**src/nvm_pkg.sv**
```systemverilog
package nvm_pkg;

   // Register byte offsets on the APB bus
   localparam logic [7:0] OFF_CONTROL    = 8'h00;
   localparam logic [7:0] OFF_UNLOCK     = 8'h04;
   localparam logic [7:0] OFF_DATA       = 8'h08;
   localparam logic [7:0] OFF_ADDRESS    = 8'h0C;
   localparam logic [7:0] OFF_TBL_LATCH  = 8'h10;
   localparam logic [7:0] OFF_TBL_PTR    = 8'h14;
   localparam logic [7:0] OFF_TBL_CMD    = 8'h18;
   localparam logic [7:0] OFF_IRQ_STATUS = 8'h1C;
   localparam logic [7:0] OFF_IRQ_ENABLE = 8'h20;
   localparam logic [7:0] OFF_IRQ_CLEAR  = 8'h24;

   // Control register bit positions
   localparam int BIT_PGM_SEL   = 7;
   localparam int BIT_CFG_SEL   = 6;
   localparam int BIT_ERASE_EN  = 4;
   localparam int BIT_ABORT     = 3;
   localparam int BIT_ALLOW     = 2;
   localparam int BIT_WRITE     = 1;
   localparam int BIT_READ      = 0;

   // Table command and interrupt bit positions
   localparam int BIT_TBL_READ  = 0;
   localparam int BIT_IRQ_DONE  = 0;
   localparam int BIT_IRQ_ABORT = 1;

   // Reset values
   localparam logic [7:0]  RST_BYTE = 8'h00;
   localparam logic [21:0] RST_PTR  = 22'h00_0000;
   localparam logic [1:0]  RST_IRQ  = 2'h0;

   // Unlock key pair, written in this order
   localparam logic [7:0] UNLOCK_KEY_1 = 8'h55;
   localparam logic [7:0] UNLOCK_KEY_2 = 8'hAA;

   // Write timing, erase phase and program phase
   localparam int unsigned CLK_PERIOD_NS    = 40;
   localparam int unsigned ERASE_TIME_NS    = 2000000;
   localparam int unsigned PROGRAM_TIME_NS  = 2000000;
   localparam int unsigned ERASE_CYCLES     = (ERASE_TIME_NS + CLK_PERIOD_NS - 1) / CLK_PERIOD_NS;
   localparam int unsigned PROGRAM_CYCLES   =
      (PROGRAM_TIME_NS + CLK_PERIOD_NS - 1) / CLK_PERIOD_NS;

   // Memory array operations and targets
   typedef enum logic [1:0] {OP_READ, OP_ERASE, OP_PROGRAM} mem_op_t;
   typedef enum logic [1:0] {TGT_EEPROM, TGT_PROGRAM, TGT_CONFIG} mem_target_t;

   // Request toward the storage arrays
   typedef struct packed {
      logic        valid;
      mem_op_t     op;
      mem_target_t target;
      logic [21:0] addr;
      logic [7:0]  wdata;
   } mem_req_t;

   // Unlock sequence progress
   typedef enum logic [1:0] {UNL_NONE, UNL_HALF, UNL_ARMED} unlock_t;

endpackage

```
**src/nvm_access_controller.sv**
```systemverilog
// Added by the designer: the APB register port and the address map.
`timescale 1ns/1ns
module nvm_access_controller #(
   parameter int unsigned ERASE_CYCLES   = nvm_pkg::ERASE_CYCLES,
   parameter int unsigned PROGRAM_CYCLES = nvm_pkg::PROGRAM_CYCLES
) (
   // Clock and power-up reset
   input  wire logic              clk,
   input  wire logic              rst_n,
   // Other reset causes, synchronous
   input  wire logic              external_reset_pin_n,
   input  wire logic              watchdog_timeout,
   // APB slave
   input  wire logic              psel,
   input  wire logic              penable,
   input  wire logic              pwrite,
   input  wire logic [7:0]        paddr,
   input  wire logic [31:0]       pwdata,
   output logic      [31:0]       prdata,
   output logic                   pready,
   output logic                   pslverr,
   // Storage array side
   output nvm_pkg::mem_req_t      mem_req,
   input  wire logic [7:0]        mem_rdata,
   // Interrupt
   output logic                   irq
);

   typedef enum {ST_IDLE, ST_READ, ST_ERASE, ST_PROGRAM} state_t;

   state_t               state;            // Sequencer state
   logic [31:0]          timer;            // Write phase timer
   logic                 pgm_sel;          // Program memory select
   logic                 cfg_sel;          // Config space select
   logic                 erase_en;         // Erase instead of write
   logic                 commit_allow;     // Write allowed
   logic                 commit_abort_flag;// Write was interrupted
   logic [7:0]           nvm_data;         // Byte data
   logic [7:0]           nvm_address;      // Byte address
   logic [7:0]           table_latch_reg;  // Program memory byte latch
   logic [21:0]          table_pointer_reg;// Program memory pointer
   nvm_pkg::unlock_t     unlock_stage;     // Key progress
   logic [1:0]           irq_status;       // Sticky events
   logic [1:0]           irq_enable;       // Event mask
   logic                 read_to_latch;    // Read lands in table latch
   logic [31:0]          rd_word;          // Read mux result

   // Bus phases
   wire setup_rd = psel & ~penable & ~pwrite;
   wire wr_en    = psel & penable & pwrite;
   wire setup    = psel & ~penable;

   // Address decode
   wire sel_ctrl   = paddr == nvm_pkg::OFF_CONTROL;
   wire sel_unlock = paddr == nvm_pkg::OFF_UNLOCK;
   wire sel_data   = paddr == nvm_pkg::OFF_DATA;
   wire sel_addr   = paddr == nvm_pkg::OFF_ADDRESS;
   wire sel_latch  = paddr == nvm_pkg::OFF_TBL_LATCH;
   wire sel_ptr    = paddr == nvm_pkg::OFF_TBL_PTR;
   wire sel_tcmd   = paddr == nvm_pkg::OFF_TBL_CMD;
   wire sel_status = paddr == nvm_pkg::OFF_IRQ_STATUS;
   wire sel_enable = paddr == nvm_pkg::OFF_IRQ_ENABLE;
   wire sel_clear  = paddr == nvm_pkg::OFF_IRQ_CLEAR;
   wire mapped     = sel_ctrl | sel_unlock | sel_data | sel_addr | sel_latch
                   | sel_ptr | sel_tcmd | sel_status | sel_enable | sel_clear;

   // Busy flags; trigger bits are views of the sequencer
   wire busy          = (state == ST_ERASE) | (state == ST_PROGRAM);
   wire write_trigger = busy;
   wire read_trigger  = state == ST_READ;
   wire idle          = state == ST_IDLE;

   // Other reset causes abort the sequencer
   wire soft_rst = ~external_reset_pin_n | watchdog_timeout;

   // Target choice, config select wins over program select
   wire nvm_pkg::mem_target_t target_sel =
      cfg_sel ? nvm_pkg::TGT_CONFIG :
      (pgm_sel ? nvm_pkg::TGT_PROGRAM : nvm_pkg::TGT_EEPROM);
   wire to_eeprom = target_sel == nvm_pkg::TGT_EEPROM;

   // Commands from software writes; control writes ignored while busy
   wire ctrl_we     = wr_en & sel_ctrl & idle & ~soft_rst;
   wire start_write = ctrl_we & pwdata[nvm_pkg::BIT_WRITE] & commit_allow
                    & (unlock_stage == nvm_pkg::UNL_ARMED);
   wire start_read  = ctrl_we & pwdata[nvm_pkg::BIT_READ] & ~start_write;
   wire start_tread = wr_en & sel_tcmd & pwdata[nvm_pkg::BIT_TBL_READ] & idle
                    & ~soft_rst;

   // Write phase ends, measured by the internal timer
   wire erase_end   = (state == ST_ERASE) & (timer == ERASE_CYCLES - 1);
   wire program_end = (state == ST_PROGRAM) & (timer == PROGRAM_CYCLES - 1);
   wire write_done  = ~soft_rst & (program_end | (erase_end & ~to_eeprom));
   wire abort_event = soft_rst & busy;

   // Software writes to the data holding registers only land while idle
   wire data_we = wr_en & idle & ~soft_rst;

   // Sequencer: EEPROM writes always erase first, then program
   always_ff @(posedge clk)
   begin
      if (!rst_n || soft_rst)
         state <= ST_IDLE;
      else
      begin
         case (state)
            ST_IDLE:
               if (start_write)
                  // EEPROM and erase requests both start with the erase phase
                  state <= (to_eeprom || erase_en) ? ST_ERASE : ST_PROGRAM;
               else if (start_read || start_tread)
                  state <= ST_READ;
            ST_READ:
               state <= ST_IDLE;
            ST_ERASE:
               if (erase_end)
                  state <= to_eeprom ? ST_PROGRAM : ST_IDLE;
            ST_PROGRAM:
               if (program_end)
                  state <= ST_IDLE;
            default:
               state <= ST_IDLE;
         endcase
      end
   end

   // Phase timer restarts at each phase change
   always_ff @(posedge clk)
   begin
      if (!rst_n || !busy || erase_end)
         timer <= 32'h0000_0000;
      else
         timer <= timer + 32'h0000_0001;
   end

   // Request toward the arrays; EEPROM is addressed only from here
   wire nvm_pkg::mem_op_t next_op =
      start_write ? ((to_eeprom || erase_en) ? nvm_pkg::OP_ERASE : nvm_pkg::OP_PROGRAM)
                  : (erase_end ? nvm_pkg::OP_PROGRAM : nvm_pkg::OP_READ);
   wire next_valid = ~soft_rst & (start_write | start_read | start_tread
                   | (erase_end & to_eeprom));
   // Table reads always go to program space unless config is chosen
   wire nvm_pkg::mem_target_t next_target =
      (start_tread && to_eeprom) ? nvm_pkg::TGT_PROGRAM : target_sel;
   wire eeprom_path = next_target == nvm_pkg::TGT_EEPROM;
   wire [21:0] next_addr  = eeprom_path ? {14'h0000, nvm_address}
                                        : table_pointer_reg;
   wire [7:0]  next_wdata = eeprom_path ? nvm_data : table_latch_reg;

   always_ff @(posedge clk)
   begin
      if (!rst_n)
         mem_req <= '0;
      else
      begin
         mem_req.valid  <= next_valid;
         mem_req.op     <= next_op;
         mem_req.target <= next_target;
         mem_req.addr   <= next_addr;
         mem_req.wdata  <= next_wdata;
      end
   end

   // Where a read answer lands
   always_ff @(posedge clk)
   begin
      if (!rst_n)
         read_to_latch <= 1'b0;
      else if (start_read || start_tread)
         read_to_latch <= start_tread | ~to_eeprom;
   end

   // Control bits; all resets clear them, abort flag survives soft resets
   always_ff @(posedge clk)
   begin
      if (!rst_n)
      begin
         pgm_sel      <= 1'b0;
         cfg_sel      <= 1'b0;
         erase_en     <= 1'b0;
         commit_allow <= 1'b0;
      end
      else if (soft_rst)
      begin
         pgm_sel      <= 1'b0;
         cfg_sel      <= 1'b0;
         erase_en     <= 1'b0;
         commit_allow <= 1'b0;
      end
      else if (ctrl_we)
      begin
         pgm_sel      <= pwdata[nvm_pkg::BIT_PGM_SEL];
         cfg_sel      <= pwdata[nvm_pkg::BIT_CFG_SEL];
         erase_en     <= pwdata[nvm_pkg::BIT_ERASE_EN];
         commit_allow <= pwdata[nvm_pkg::BIT_ALLOW];
      end
   end

   // Abort flag: set wins, software may only clear it while idle
   always_ff @(posedge clk)
   begin
      if (!rst_n)
         commit_abort_flag <= 1'b0;
      else if (abort_event)
         commit_abort_flag <= 1'b1;
      else if (ctrl_we)
         commit_abort_flag <= commit_abort_flag & pwdata[nvm_pkg::BIT_ABORT];
   end

   // Unlock keys; any control write while idle consumes the armed state
   always_ff @(posedge clk)
   begin
      if (!rst_n || soft_rst || ctrl_we)
         unlock_stage <= nvm_pkg::UNL_NONE;
      else if (wr_en && sel_unlock)
      begin
         // Sole use of the unlock register
         if (pwdata[7:0] == nvm_pkg::UNLOCK_KEY_1)
            unlock_stage <= nvm_pkg::UNL_HALF;
         else if (unlock_stage == nvm_pkg::UNL_HALF && pwdata[7:0] == nvm_pkg::UNLOCK_KEY_2)
            unlock_stage <= nvm_pkg::UNL_ARMED;
         else
            unlock_stage <= nvm_pkg::UNL_NONE;
      end
   end

   // Data and address bytes; every reset zeroes them
   always_ff @(posedge clk)
   begin
      if (!rst_n || soft_rst)
      begin
         nvm_data    <= nvm_pkg::RST_BYTE;
         nvm_address <= nvm_pkg::RST_BYTE;
      end
      else if (read_trigger && !read_to_latch)
         nvm_data <= mem_rdata;
      else if (data_we && sel_data)
         nvm_data <= pwdata[7:0];
      else if (data_we && sel_addr)
         nvm_address <= pwdata[7:0];
   end

   // Table latch and pointer for program and config space
   always_ff @(posedge clk)
   begin
      if (!rst_n || soft_rst)
      begin
         table_latch_reg   <= nvm_pkg::RST_BYTE;
         table_pointer_reg <= nvm_pkg::RST_PTR;
      end
      else if (read_trigger && read_to_latch)
         table_latch_reg <= mem_rdata;
      else if (data_we && sel_latch)
         table_latch_reg <= pwdata[7:0];
      else if (data_we && sel_ptr)
         table_pointer_reg <= pwdata[21:0];
   end

   // Interrupt status: hardware set beats a software clear
   wire [1:0] irq_set = {abort_event, write_done};
   wire [1:0] irq_clr = (wr_en && sel_clear) ? pwdata[1:0] : 2'h0;

   always_ff @(posedge clk)
   begin
      if (!rst_n)
         irq_status <= nvm_pkg::RST_IRQ;
      else
         irq_status <= irq_set | (irq_status & ~irq_clr);
   end

   // Interrupt enables
   always_ff @(posedge clk)
   begin
      if (!rst_n)
         irq_enable <= nvm_pkg::RST_IRQ;
      else if (wr_en && sel_enable)
         irq_enable <= pwdata[1:0];
   end

   assign irq = |(irq_status & irq_enable);

   // Read mux; the unlock register has no storage behind it
   wire [7:0] ctrl_byte = {pgm_sel, cfg_sel, 1'b0, erase_en, commit_abort_flag,
                           commit_allow, write_trigger, read_trigger};
   assign rd_word =
      sel_ctrl   ? {24'h00_0000, ctrl_byte} :
      sel_data   ? {24'h00_0000, nvm_data} :
      sel_addr   ? {24'h00_0000, nvm_address} :
      sel_latch  ? {24'h00_0000, table_latch_reg} :
      sel_ptr    ? {10'h000, table_pointer_reg} :
      sel_status ? {30'h0000_0000, irq_status} :
      sel_enable ? {30'h0000_0000, irq_enable} :
      32'h0000_0000;

   // Read data captured in setup so it comes from a flip-flop
   always_ff @(posedge clk)
   begin
      if (!rst_n)
         prdata <= 32'h0000_0000;
      else if (setup_rd)
         prdata <= rd_word;
   end

   // Error flag captured in setup for unmapped addresses
   always_ff @(posedge clk)
   begin
      if (!rst_n)
         pslverr <= 1'b0;
      else if (setup)
         pslverr <= ~mapped;
   end

   // Zero wait states: every access phase completes at once
   assign pready = penable;
endmodule

```
**config.mk**
```make
export PLATFORM = sky130hd
export DESIGN_NAME = nvm_access_controller
export DESIGN_NICKNAME = d
export VERILOG_FILES = /design/src/nvm_pkg.sv /design/src/nvm_access_controller.sv
export SDC_FILE = /design/constraint.sdc
export NUM_CORES = 1
export LEC_CHECK = 0
export ABC_AREA = 0
export BUFFER_PORTS_ARGS = -buffer_cell sky130_fd_sc_hd__buf_4
export CAP_MARGIN = 20
export CORE_ASPECT_RATIO = 1.4
export CORE_UTILIZATION = 40
export CTS_BUF_LIST = sky130_fd_sc_hd__clkbuf_8
export DETAILED_ROUTE_END_ITERATION = 12
export PLACE_DENSITY = 0.6
export SYNTH_ARGS = -nofsm -noshare
export SYNTH_HDL_FRONTEND = slang
export SYNTH_SLANG_ARGS = --single-unit
export TNS_END_PERCENT = 1
```
**constraint.sdc**
```tcl
create_clock -name clk -period 3.27 [get_ports clk]
set_clock_uncertainty 0.05 [all_clocks]
set_input_delay 0 -clock clk [delete_from_list [all_inputs] [get_ports clk]]
set_output_delay 0 -clock clk [all_outputs]
set_load 0.03 [all_outputs]
```
# After elaboration in Yosys (flattened, before gate mapping)
# Index checks and enable logic that the tools add are counted.
[word_totals] register_bits=190 inputBits=55 out_inout_bits=70 wordCells=169
[op_classes] n_addsub=1 n_eq_ne=22 muxes=31 bitwise=58 n_reduce_logical=34
[op_table] operator="32-bit 2-to-1 mux" n=4
[op_table] operator="22-bit 2-to-1 mux" n=5
[op_table] operator="32-bit by 2-bit == test with 1-bit output (second input constant)" n=3
[op_table] operator="32-bit case mux with 3 select lines" n=1
[op_table] operator="32-bit by 3-bit == test with 1-bit output (second input constant)" n=2
[op_table] operator="32-bit zero test" n=2
[op_table] operator="8-bit 2-to-1 mux" n=6
[op_table] operator="32-bit by 1-bit adder with 32-bit output (second input constant)" n=1
[op_table] operator="32-bit by 16-bit == test with 1-bit output (second input constant)" n=1
[op_table] operator="8-bit by 5-bit == test with 1-bit output (second input constant)" n=4
[op_table] operator="1-bit bitwise AND" n=26
[op_table] operator="2-bit 2-to-1 mux" n=11
[op_table] operator="8-bit by 4-bit == test with 1-bit output (second input constant)" n=2
[op_table] operator="8-bit by 6-bit == test with 1-bit output (second input constant)" n=2
[op_table] operator="1-bit bitwise OR" n=16
[op_table] operator="1-bit NOT" n=12
[op_table] operator="1-bit logical AND" n=11
[op_table] operator="3-bit AND reduction" n=3
[op_table] operator="8-bit by 3-bit == test with 1-bit output (second input constant)" n=1
[op_table] operator="8-bit by 7-bit == test with 1-bit output (second input constant)" n=1
[op_table] operator="8-bit == test (second input constant)" n=1
[op_table] operator="8-bit zero test" n=1
[op_table] operator="1-bit logical OR" n=6
[op_table] operator="2-bit nonzero test" n=3
[op_table] operator="11 further kinds" n=21

# Depth between registers and ports, before layout
# Gate-level depths: netlist of the first run.
[logic_depth] ltp_word=14 mapped_depth=8 depth_no_buf=6

# Worst setup path after synthesis of the first run
# OpenSTA, ideal clock, no wires.
[synth_timing] path_kind="reg2reg" start="register timer[0]" end="register timer[12]" setup_time_ns=0.115 t_arrival_ns=1.708 required_time_ns=3.105 slack_ns=1.398 path_stages_with_launch=8 path_buffers=1 period_less_slack_ns=1.872 cell_sequence="dfxtp_1 -> ha_1 -> and3_1 -> nand4_1 -> nor4_4 -> a21o_1 -> buf_4 -> nor2_1"
[synth_via] elab_chain_len=3 word_cells_on_any_way=4 classes_between="1 x add/sub; 1 x eq/ne; 1 x bitwise; 1 x reduce/logical"
[synth_rtl] element="start: declaration" line_no="nvm_access_controller.sv:32" text="logic [31:0] timer;"
[synth_rtl] element="start signal: assignment" line_no="nvm_access_controller.sv:133" text="timer <= timer + 32'h0000_0001;"
[synth_rtl] element="branches (longest 3 deep; another with 32-bit by 1-bit adder with 32-bit output)"
# Several ways; the timed one is not identified.
# A chain may end at the register's enable or synchronous reset.

# Final worst setup path of the first run
[layout_timing] start="register state[0]" end="register table_pointer_reg[10]"
[layout_via] elab_chain_len=6 word_cells_on_any_way=10 classes_between="1 x eq/ne; 4 x bitwise; 5 x reduce/logical"
[layout_rtl] element="start: declaration" line_no="nvm_access_controller.sv:31" text="state_t state;"
[layout_rtl] element="start signal: assignment" line_no="nvm_access_controller.sv:110" text="state <= (to_eeprom || erase_en) ? ST_ERASE : ST_PROGRAM;"
[layout_rtl] element="start signal: assignment" line_no="nvm_access_controller.sv:117" text="state <= to_eeprom ? ST_PROGRAM : ST_IDLE;"
[layout_rtl] element="32-bit zero test" line_no="nvm_access_controller.sv:71" text="wire idle = state == ST_IDLE;"
[layout_rtl] element="1-bit bitwise AND (2 in series)" line_no="nvm_access_controller.sv:97" text="wire data_we = wr_en & idle & ~soft_rst;"
[layout_rtl] element="1-bit logical AND" line_no="nvm_access_controller.sv:253" text="else if (data_we && sel_latch)"
[layout_rtl] element="1-bit NOT (no source line)"
[layout_rtl] element="3-bit AND reduction (no source line) (*)"
[layout_rtl] element="end signal: assignment" line_no="nvm_access_controller.sv:249" text="table_pointer_reg <= nvm_pkg::RST_PTR;"
[layout_rtl] element="end signal: assignment" line_no="nvm_access_controller.sv:256" text="table_pointer_reg <= pwdata[21:0];"
[layout_rtl] element="end: declaration" line_no="nvm_access_controller.sv:41" text="logic [21:0] table_pointer_reg;"
# Every way passes the cells marked *; elsewhere a longest branch is shown, timed or not.

==> summary.txt, run 1 <==
Critical path
  • Most used cell, CP: nand2_1
  • Worst setup EP type: flop
  • WP data arrival: 2600 ps
  • Slowest cell on crit path: nand2_1
  • CP max FO: 22
  • Worst-path cell chain: nor4b_4 -> and2_0 -> nand2_1 -> nand2_1 -> a21oi_1
  • CP max stage delay: 590 ps
  • Crit path kind: flop to flop
  • Worst Setup Start Kind: flop
  • Req. time, crit path: 3560 ps

STA
  • Final setup fails: 0
  • Setup ws final: 957 ps
  • Unrepaired setup endpoints after global routing: false
  • Slew margin rel.: 36.4%
  • Final Hold Vio Count: 0
  • Fin crit share: 70.7%
  • Final critical-path required period: 2310 ps
  • Max-slew violations: 0
  • Sum Neg Setup Slack: 0 ps
  • Fmax: 0.432 GHz
  • Least-Margin Pin Slew: 941 ps

Routing
  • DR pass1 iterations: 7
  • Detailed-route via count: 5865
  • Routed vias/inst: 5.46
  • ANT nets after route: 0
  • Final WL: 18.4 mm
  • Starting DRT DRC Count: 345
  • Post-route DRC: 0
  • WL/cell: 17.1 um

Synthesis
  • Register area share after synthesis: 45.6%
  • Average size of a mapped cell: 8.93 um2
  • Number of synthesized flops with an enable pin: 0
  • Top FF cell, synth: dfxtp_1
  • Post-synthesis register bit count: 150
  • Library cells used by synthesis: 69
  • YS warnings: 0
  • Syn Inst Count: 738
  • Synthesized cell area: 6590 um2
  • Ys async rst share: 0%

Cells and area
  • Fin util: 50.9%
  • Diodes inserted: 0
  • Fin cells: 1075
  • Nets: 919
  • Fillers: 1517
  • Multi-input gate area: 3290 um2
  • FF+latch area: 3000 um2
  • Top reg by flops: mem_req
  • Largest regs: mem_req (35), timer (32)
  • Share of layout cells above drive strength 1: 19.5%
  • Max FFs per register: 35
  • Area growth syn-to-layout: 25.0%

CTS
  • CTS max path bufs: 2
  • Cts hold-fix bufs: 39
  • CTS-repair resized insts: 0
  • Root buffer cell: clkbuf_8
  • Clk slew on worst S/H paths: 90 ps
  • Clk Latency, worst-skew pair: 450 ps
  • CTS tree: yes
  • H-tree levels: 4
  • Clock buffer count from CTS: 17
  • Clock Sinks: 150
  • Post-CTS Setup Bufs: 0

Die
  • Core area: 16200 um2
  • IO Pins: 125
  • Die extent in y: 154 um
  • Die X: 110 um
  • Initial Utilization: 40.8%
  • Die ar.: 17000 um2
  • Std cell rows: 55

Global routing
  • Total Routing Usage GR: 21.8%
  • Vias in the first global route: 5814
  • Grt met3 use: 5.08%
  • Gr ovfl total: 0
  • First-pass GRT wire length: 29.4 mm
  • Antenna violations before repair: 0
  • Global route hottest layer: met2
  • Largest net degree at the start of global routing: 54
  • GR met2 Demand/Resource: 39.4%
  • Met1 Track Usage GR: 23.4%

Placed design
  • HPWL after DPL: 13.0 mm
  • Buffers added on ports: 104
  • Placed cells: 1003
  • Gpl congestion: 0.905
  • Setup Slack @ Placement: 934 ps

Power
  • Cell Pwr Density: 429 nW/um2
  • Leak: 2.98 nW
  • Peak VDD IR: 0.305 mV
  • Pwr Total: 0.00353 W

Hold path
  • Worst Hold Class: input pin to flop

Job
  • Max_cap viols: 0

Status
  • Status: finished clean
final timing paths:
kind | start | to | slack [ps] | cells after the start
min | paddr[0] | prdata[1]$_SDFFE_PN0P_ | 50 | 5
min reg2reg | timer[0]$_SDFF_PP0_ | timer[0]$_SDFF_PP0_ | 390 | 1
max reg2reg | state[0]$_SDFFE_PP0P_ | table_pointer_reg[10]$_SDFFE_PP0P_ | 960 | 5
max | state[0]$_SDFFE_PP0P_ | table_pointer_reg[10]$_SDFFE_PP0P_ | 960 | 5
routing by layer:
layer	share of wire, %	wire length, um	up-vias
met4	3.8	695	0
li1	-	-	2839
met5	0	0	-
met1	40	7460	2785
met3	4.9	909	42
met2	51	9360	199
area by class of cell:
class / instances / share of cell area (%)
clock buffer: 18 / 3.01
clock inverter: 14 / 2.00
inverter: 10 / 0.456
multi-input combinational: 532 / 39.9
sequential: 150 / 36.4
tap: 199 / 3.02
timing repair buffer: 152 / 15.2
cells in the final DEF (no fill, tap or decap), types with 3 or more instances in the layout:
| cell type | synthesis | final |
|---|---|---|
| buf_4 | 16 | 112 |
| inv_1 | 9 | 9 |
| nand2_2 | 3 | 3 |
| mux2i_1 | 47 | 47 |
| o21ai_0 | 10 | 10 |
| o2111ai_1 | 3 | 3 |
| nor2b_1 | 4 | 4 |
| inv_6 | 0 | 5 |
| clkinv_4 | 0 | 4 |
| nand2_1 | 83 | 83 |
| nand3_1 | 23 | 23 |
| nand2b_1 | 3 | 3 |
| clkbuf_8 | 0 | 18 |
| conb_1 | 1 | 10 |
| dfxtp_1 | 150 | 150 |
| nand4_1 | 9 | 9 |
| a22oi_1 | 17 | 17 |
| nor4b_1 | 4 | 4 |
| mux2_2 | 3 | 3 |
| o22ai_1 | 4 | 4 |
| nor4_1 | 19 | 19 |
| xnor2_1 | 24 | 24 |
| and4_1 | 4 | 4 |
| a211oi_1 | 14 | 14 |
| a21oi_1 | 39 | 39 |
| nor3_1 | 15 | 15 |
| and3_1 | 20 | 20 |
| and2_1 | 6 | 6 |
| xor2_1 | 7 | 7 |
| nor2_1 | 112 | 112 |
| dlygate4sd3_1 | 0 | 39 |
| nor4_4 | 4 | 4 |
critical path, delay by kind of cell (launching register included):
family	cells	cell delay, ps
AO/OA/AOI/OAI	1	90
flip-flops	1	390
AND/OR/NAND/NOR	4	1660
where the power goes:
| part | switching (W) | internal [W] |
|---|---|---|
| combinational | 0.000135 | 0.0000981 |
| clock | 0.000751 | 0.000719 |
| sequential | 0.00000262 | 0.00183 |
kinds of logic (layout without fill, tap and decap cells):
| family | count (synthesis) | in the layout | share of synthesized area (%) |
|---|---|---|---|
| compound gates | 116 | 116 | 12.6 |
| xor+xnor | 31 | 31 | 4.12 |
| mux | 50 | 50 | 7.65 |
| flops | 150 | 150 | 45.6 |
| buf+inv | 65 | 194 | 5.11 |
| fa+ha+maj | 1 | 1 | 0.190 |
| simple gates | 324 | 324 | 24.7 |
| other cells | 1 | 10 | 0.0569 |
per-stage QoR:
step	hold slack (ps)	area, um2
floorplan	81.7	6630
global placement	204	7420
detailed placement	205	7420
CTS	19.4	8220
global route	47.7	8240
finish	46.8	8240
cells in the mapped netlist (4+ instances only):
| master | number | share of area, % |
|---|---|---|
| nor2_1 | 112 | 6.4 |
| nand2_1 | 83 | 4.7 |
| dfxtp_1 | 150 | 46 |
| nor2b_1 | 4 | 0.38 |
| mux2i_1 | 47 | 7.1 |
| inv_1 | 9 | 0.51 |
| xor2_1 | 7 | 0.93 |
| a22oi_1 | 17 | 1.9 |
| xnor2_1 | 24 | 3.2 |
| nor4_4 | 4 | 1.3 |
| nand4_1 | 9 | 0.85 |
| buf_4 | 16 | 1.8 |
| buf_2 | 7 | 0.53 |
| a21oi_1 | 39 | 3.0 |
| nor3_1 | 15 | 1.1 |
| clkbuf_1 | 27 | 1.5 |
| and2_1 | 6 | 0.57 |
| a211oi_1 | 14 | 1.6 |
| o22ai_1 | 4 | 0.38 |
| nand3_1 | 23 | 1.7 |
| o21ai_0 | 10 | 0.76 |
| and4_1 | 4 | 0.53 |
| nor4_1 | 19 | 1.8 |
| and3_1 | 20 | 1.9 |
| nor4b_1 | 4 | 0.53 |
No activity file was read; power rests on OpenSTA's default activity.
==> inputs of run 2 (changes only) <==
Clock period 3.27 ns to 2.3 ns, I/O delays scaled along.
==> run 2 against run 1 <==
Sequential power is 42% higher. Global-route usage grew 0.48 points. Non-clock buffer count grew 19. Total power rose by 38%. Core utilization is 0.80 points higher. Design area increased by 1.6%. Critical path depth is 2 higher. Largest cell class unchanged.
==> summary.txt, run 2 (same netlist as run 1, synthesis figures left out) <==
STA
  • Final Hold Vio Count: 0
  • Slew margin rel.: 43.6%
  • Final critical-path required period: 2160 ps
  • Least-Margin Pin Slew: 845 ps
  • Max-slew violations: 0
  • Fin crit share: 93.8%
  • Sum Neg Setup Slack: 0 ps
  • Fmax: 0.463 GHz
  • WHS: 55.3 ps
  • Final setup fails: 0
  • Unrepaired setup endpoints after global routing: false

Hold path
  • WHS Path Cells: 5
  • Worst Hold Class: input pin to flop

Cells and area
  • Commonest non-fill, non-tap cell in the layout: dfxtp_1
  • Share of layout cells above drive strength 1: 21.1%
  • Max FFs per register: 35
  • Largest regs: mem_req (35), timer (32)
  • Fillers: 1518
  • Diodes inserted: 0
  • Top reg by flops: mem_req
  • Nets: 938
  • Most frequent cells in the layout: dfxtp_1 (150), buf_4 (128), nor2_1 (112), nand2_1 (83), mux2i_1 (47)
  • Area growth syn-to-layout: 27.0%

Global routing
  • First-pass GRT wire length: 30.0 mm
  • Largest net degree at the start of global routing: 44
  • Grt met3 use: 4.57%
  • Vias in the first global route: 5750
  • Met1 Track Usage GR: 25.0%
  • GR met2 Demand/Resource: 39.6%
  • Gr ovfl total: 0
  • Antenna violations before repair: 0
  • Global route hottest layer: met2
  • Total Routing Usage GR: 22.3%

Die
  • Die X: 110 um
  • Core area: 16200 um2
  • Initial Utilization: 40.8%
  • Std cell rows: 55
  • IO Pins: 125
  • Die extent in y: 154 um
  • Die ar.: 17000 um2

Critical path
  • Worst setup EP type: flop
  • WP data arrival: 2490 ps
  • Worst r2r path cells: 6
  • Buf/Inv on CP: 3
  • CP max FO: 8
  • CP top delay family: buffers and inverters
  • Most used cell, CP: dlygate4sd3_1
  • CP max stage delay: 680 ps
  • Crit path kind: input pin to flop
  • Req. time, crit path: 2630 ps
  • Slowest cell on crit path: dlygate4sd3_1
  • Worst-path cell chain: dlygate4sd3_1 -> buf_4 -> nor4_4 -> dlygate4sd3_1 -> nand2_1 -> or3_1 -> a21oi_1
  • Worst Setup Start Kind: input pin
  • CP Depth: 7

Routing
  • Starting DRT DRC Count: 403
  • Final WL: 18.7 mm
  • Post-route DRC: 0
  • Routed vias/inst: 5.39
  • ANT nets after route: 0
  • WL/cell: 17.1 um
  • Detailed-route via count: 5900
  • DR pass1 iterations: 5

Power
  • Comb power frac: 6.9%
  • Switching Share: 26.0%
  • Clock group share of total power: 39.9%
  • Leak: 3.06 nW
  • Pint: 0.00362 W
  • Cell Pwr Density: 585 nW/um2
  • Peak VDD IR: 0.362 mV
  • Switch Pwr: 0.00127 W
  • Flop pwr share: 53.2%

CTS
  • Clock buffer count from CTS: 17
  • Clock Sinks: 150
  • CTS-repair resized insts: 0
  • Clk Latency, worst-skew pair: 450 ps
  • Post-CTS Setup Bufs: 0
  • CTS max path bufs: 2
  • CTS tree: yes
  • Root buffer cell: clkbuf_8
  • Clk slew on worst S/H paths: 80 ps
  • H-tree levels: 4

Placed design
  • Gpl congestion: 0.929
  • Buffers added on ports: 104
  • HPWL after DPL: 13.3 mm

Status
  • Status: finished clean

Job
  • Max_cap viols: 0
[run 2: changes by cell type in the layout (fill, tap and decap cells not counted)]
cell	before	now
buf_4	112	128
clkinv_2	0	2
clkinv_4	4	2
buf_12	1	2
bufinv_16	2	1
clkinvlp_4	2	3
dlygate4sd3_1	39	40
inv_6	5	6
[run 2: final cells by class]
class                           instances  area [um2]  share of cell area [%]
Multi-Input combinational cell        532        3290                    39.3
Sequential cell                       150        3000                    35.9
Timing Repair Buffer                  171        1420                    16.9
Tap cell                              199         249                    2.98
Clock buffer                           17         234                    2.80
Clock inverter                         15         144                    1.72
Inverter                               10        37.5                   0.449
[run 2: metal layers]
layer,up-vias,share of wire (%)
met5,-,0
met4,0,4.4
met3,51,4.9
met2,192,50
met1,2790,41
li1,2867,-
[run 2: power by group through the flow]
| stage | Sequential (W) | Clock [W] | Combinational [W] |
|---|---|---|---|
| floorplan | 0.00268 | 0 | 0.000141 |
| global placement | 0.00267 | 0 | 0.000276 |
| detailed placement | 0.00267 | 0 | 0.000279 |
| CTS | 0.00260 | 0.00201 | 0.000334 |
| global route | 0.00261 | 0.00212 | 0.000357 |
| finish | 0.00260 | 0.00195 | 0.000337 |
[run 2: path summary, 6_finish.rpt]
check,from,to,slack (ps)
setup / recovery,paddr[5],unlock_stage[1]$_SDFFE_PP0P_,140
hold / removal,paddr[0],prdata[6]$_SDFFE_PN0P_,60
setup reg to reg,state[0]$_SDFFE_PP0P_,mem_req[7]$_SDFF_PN0_,350
hold reg to reg,timer[0]$_SDFF_PP0_,timer[0]$_SDFF_PP0_,410
[run 2: what timing repair did]
action,CTS,global route
hold endpoints to repair,80,0
hold buffers,40,0
endpoints found under the setup margin,0,0
[run 2: per-stage QoR]
stage          utilization, %  instance area, um2  std cells  total power [W]  worst slack [ps]
2_1_floorplan               -                6630        747          0.00282               428
4_1_cts                  51.7                8350       1093          0.00495               178
6_report                 51.7                8370       1094          0.00489               142
3_3_place_gp             46.8                7580       1021          0.00294               306
3_5_place_dp             46.8                7580       1021          0.00294               253
5_1_grt                  51.7                8370       1094          0.00509              63.9
[run 2: worst register-to-register path, cell delays in order, from the launching register on]
cell,delay (ps)
dfxtp_1,390
nor4b_4,330
nand2_2,180
o31ai_4,340
buf_4,230
mux2i_1,220
nor2_1,70
==> inputs of run 3 (changes only) <==
Settings changed: PLACE_DENSITY 0.6 to 0.62.
==> run 3 against run 2 <==
Worst hold slack gained 40 ps. Global-route usage is 0.64 points lower. Flip-flop and latch count stayed put. Highest routed layer unchanged.
==> summary.txt, run 3 (same netlist as run 1, synthesis figures left out) <==
CTS
  • CTS tree: yes
  • Clk slew on worst S/H paths: 90 ps
  • CTS max path bufs: 2
  • Clock Sinks: 150
  • Clock buffer count from CTS: 17
  • Clk Latency, worst-skew pair: 460 ps
  • Root buffer cell: clkbuf_8
  • H-tree levels: 4
  • Post-CTS Setup Bufs: 0

Cells and area
  • Fillers: 1537
  • Fin util: 52.0%
  • Nets: 941
  • Multi-input gate area: 3290 um2
  • FF+latch area: 3000 um2
  • Top reg by flops: mem_req
  • Diodes inserted: 0
  • Area growth syn-to-layout: 27.5%
  • Commonest non-fill, non-tap cell in the layout: dfxtp_1
  • Most frequent cells in the layout: dfxtp_1 (150), buf_4 (130), nor2_1 (112), nand2_1 (83), mux2i_1 (47)
  • Max FFs per register: 35
  • Largest regs: mem_req (35), timer (32)
  • Post-route cell area: 8410 um2
  • Share of layout cells above drive strength 1: 21.0%

STA
  • Slew margin rel.: 30.7%
  • Max-slew violations: 0
  • Sum Neg Setup Slack: 0 ps
  • Least-Margin Pin Slew: 1040 ps
  • Final critical-path required period: 2160 ps
  • Fin crit share: 93.9%
  • Final setup fails: 0
  • Fmax: 0.463 GHz
  • Final Hold Vio Count: 0
  • Unrepaired setup endpoints after global routing: false
  • WHS: 95.7 ps

Die
  • Initial Utilization: 40.8%
  • Std cell rows: 55
  • Die extent in y: 154 um
  • Die X: 110 um
  • Die ar.: 17000 um2
  • IO Pins: 125
  • Core area: 16200 um2

Global routing
  • Grt met3 use: 4.38%
  • Met1 Track Usage GR: 24.5%
  • Vias in the first global route: 5560
  • Largest net degree at the start of global routing: 44
  • Gr ovfl total: 0
  • Total Routing Usage GR: 21.7%
  • GR met2 Demand/Resource: 38.2%
  • Antenna violations before repair: 0
  • Global route hottest layer: met2
  • First-pass GRT wire length: 29.0 mm

Power
  • Cell Pwr Density: 595 nW/um2
  • Leak: 3.08 nW
  • Pwr Total: 0.00500 W
  • Peak VDD IR: 0.315 mV

Critical path
  • CP top delay family: simple AND/OR/NAND/NOR gates
  • Worst Setup Start Kind: input pin
  • Req. time, crit path: 2650 ps
  • CP max FO: 14
  • CP max stage delay: 790 ps
  • Worst-path cell chain: dlygate4sd3_1 -> buf_4 -> or3b_2 -> a21o_1 -> nor2_1 -> a22oi_1 -> nor2_1
  • WP data arrival: 2510 ps
  • Most used cell, CP: nor2_1
  • Slowest cell on crit path: nor2_1
  • Worst setup EP type: flop
  • Crit path kind: input pin to flop
  • Buf/Inv on CP: 2

Hold path
  • Worst Hold Class: input pin to flop

Status
  • Status: finished clean

Placed design
  • Area post-placement: 7570 um2
  • Buffers added on ports: 104
  • Gpl congestion: 0.982
  • HPWL after DPL: 12.8 mm

Routing
  • WL/cell: 16.4 um
  • DR pass1 iterations: 5
  • Final WL: 18.0 mm
  • Detailed-route via count: 5793
  • Starting DRT DRC Count: 403
  • Routed vias/inst: 5.28
  • Post-route DRC: 0
  • ANT nets after route: 0

Job
  • Max_cap viols: 0
==> run 3: cell count changes in the layout (fill, tap and decap cells not counted), sizes merged <==
cell / before / now
dlygate4sd3: 40 / 43
inv: 16 / 15
buf: 130 / 131
clkbuf: 18 / 17
bufinv: 1 / 2
==> run 3: final timing paths <==
kind / startpoint / to / slack (ps) / cells after the start
hold reg to reg: timer[0]$_SDFF_PP0_ / timer[0]$_SDFF_PP0_ / 400 / 1
setup / recovery: penable / prdata[18]$_SDFFE_PN0P_ / 140 / 7
setup reg to reg: state[0]$_SDFFE_PP0P_ / nvm_address[3]$_SDFFE_PP0P_ / 290 / 7
hold / removal: paddr[0] / read_to_latch$_SDFFE_PN0P_ / 100 / 5
==> run 3: cell type report <==
class	instances	share of cell area, %
clock inverters	15	2.02
well taps	199	2.96
clock buffers	17	2.78
repair buffers	174	17.0
inverters	10	0.447
multi-input cells	532	39.1
flip-flops and latches	150	35.7
==> run 3: timing repair <==
action | CTS | global route
gates resized for setup | 0 | 0
endpoints found under the setup margin | 0 | 0
hold endpoints to repair | 82 | 0
hold buffers | 43 | 0
==> run 3: worst reg2reg max path, stage by stage, from the launching register on <==
cell and delay [ps]:
dfxtp_1 380, nor4b_4 310, buf_4 180, and2_0 310
and3_1 210, buf_4 190, mux2i_1 210, nor2_1 50
==> run 3: power by group <==
group | internal [W] | switching [W]
Clock | 0.000988 | 0.00107
Sequential | 0.00260 | 0.00000296
Combinational | 0.000147 | 0.000192
==> run 3: per-layer routing <==
metal	up-vias	share of wire [%]
met2	157	52
met3	38	4.6
met1	2718	40
met4	0	3.4
li1	2880	-
met5	-	0
==> run 3: metrics by stage <==
step | worst slack (ps) | std cells
detailed placement | 246 | 1022
global route | 38.5 | 1097
CTS | 198 | 1097
finish | 140 | 1097
global placement | 273 | 1022
floorplan | 428 | 747
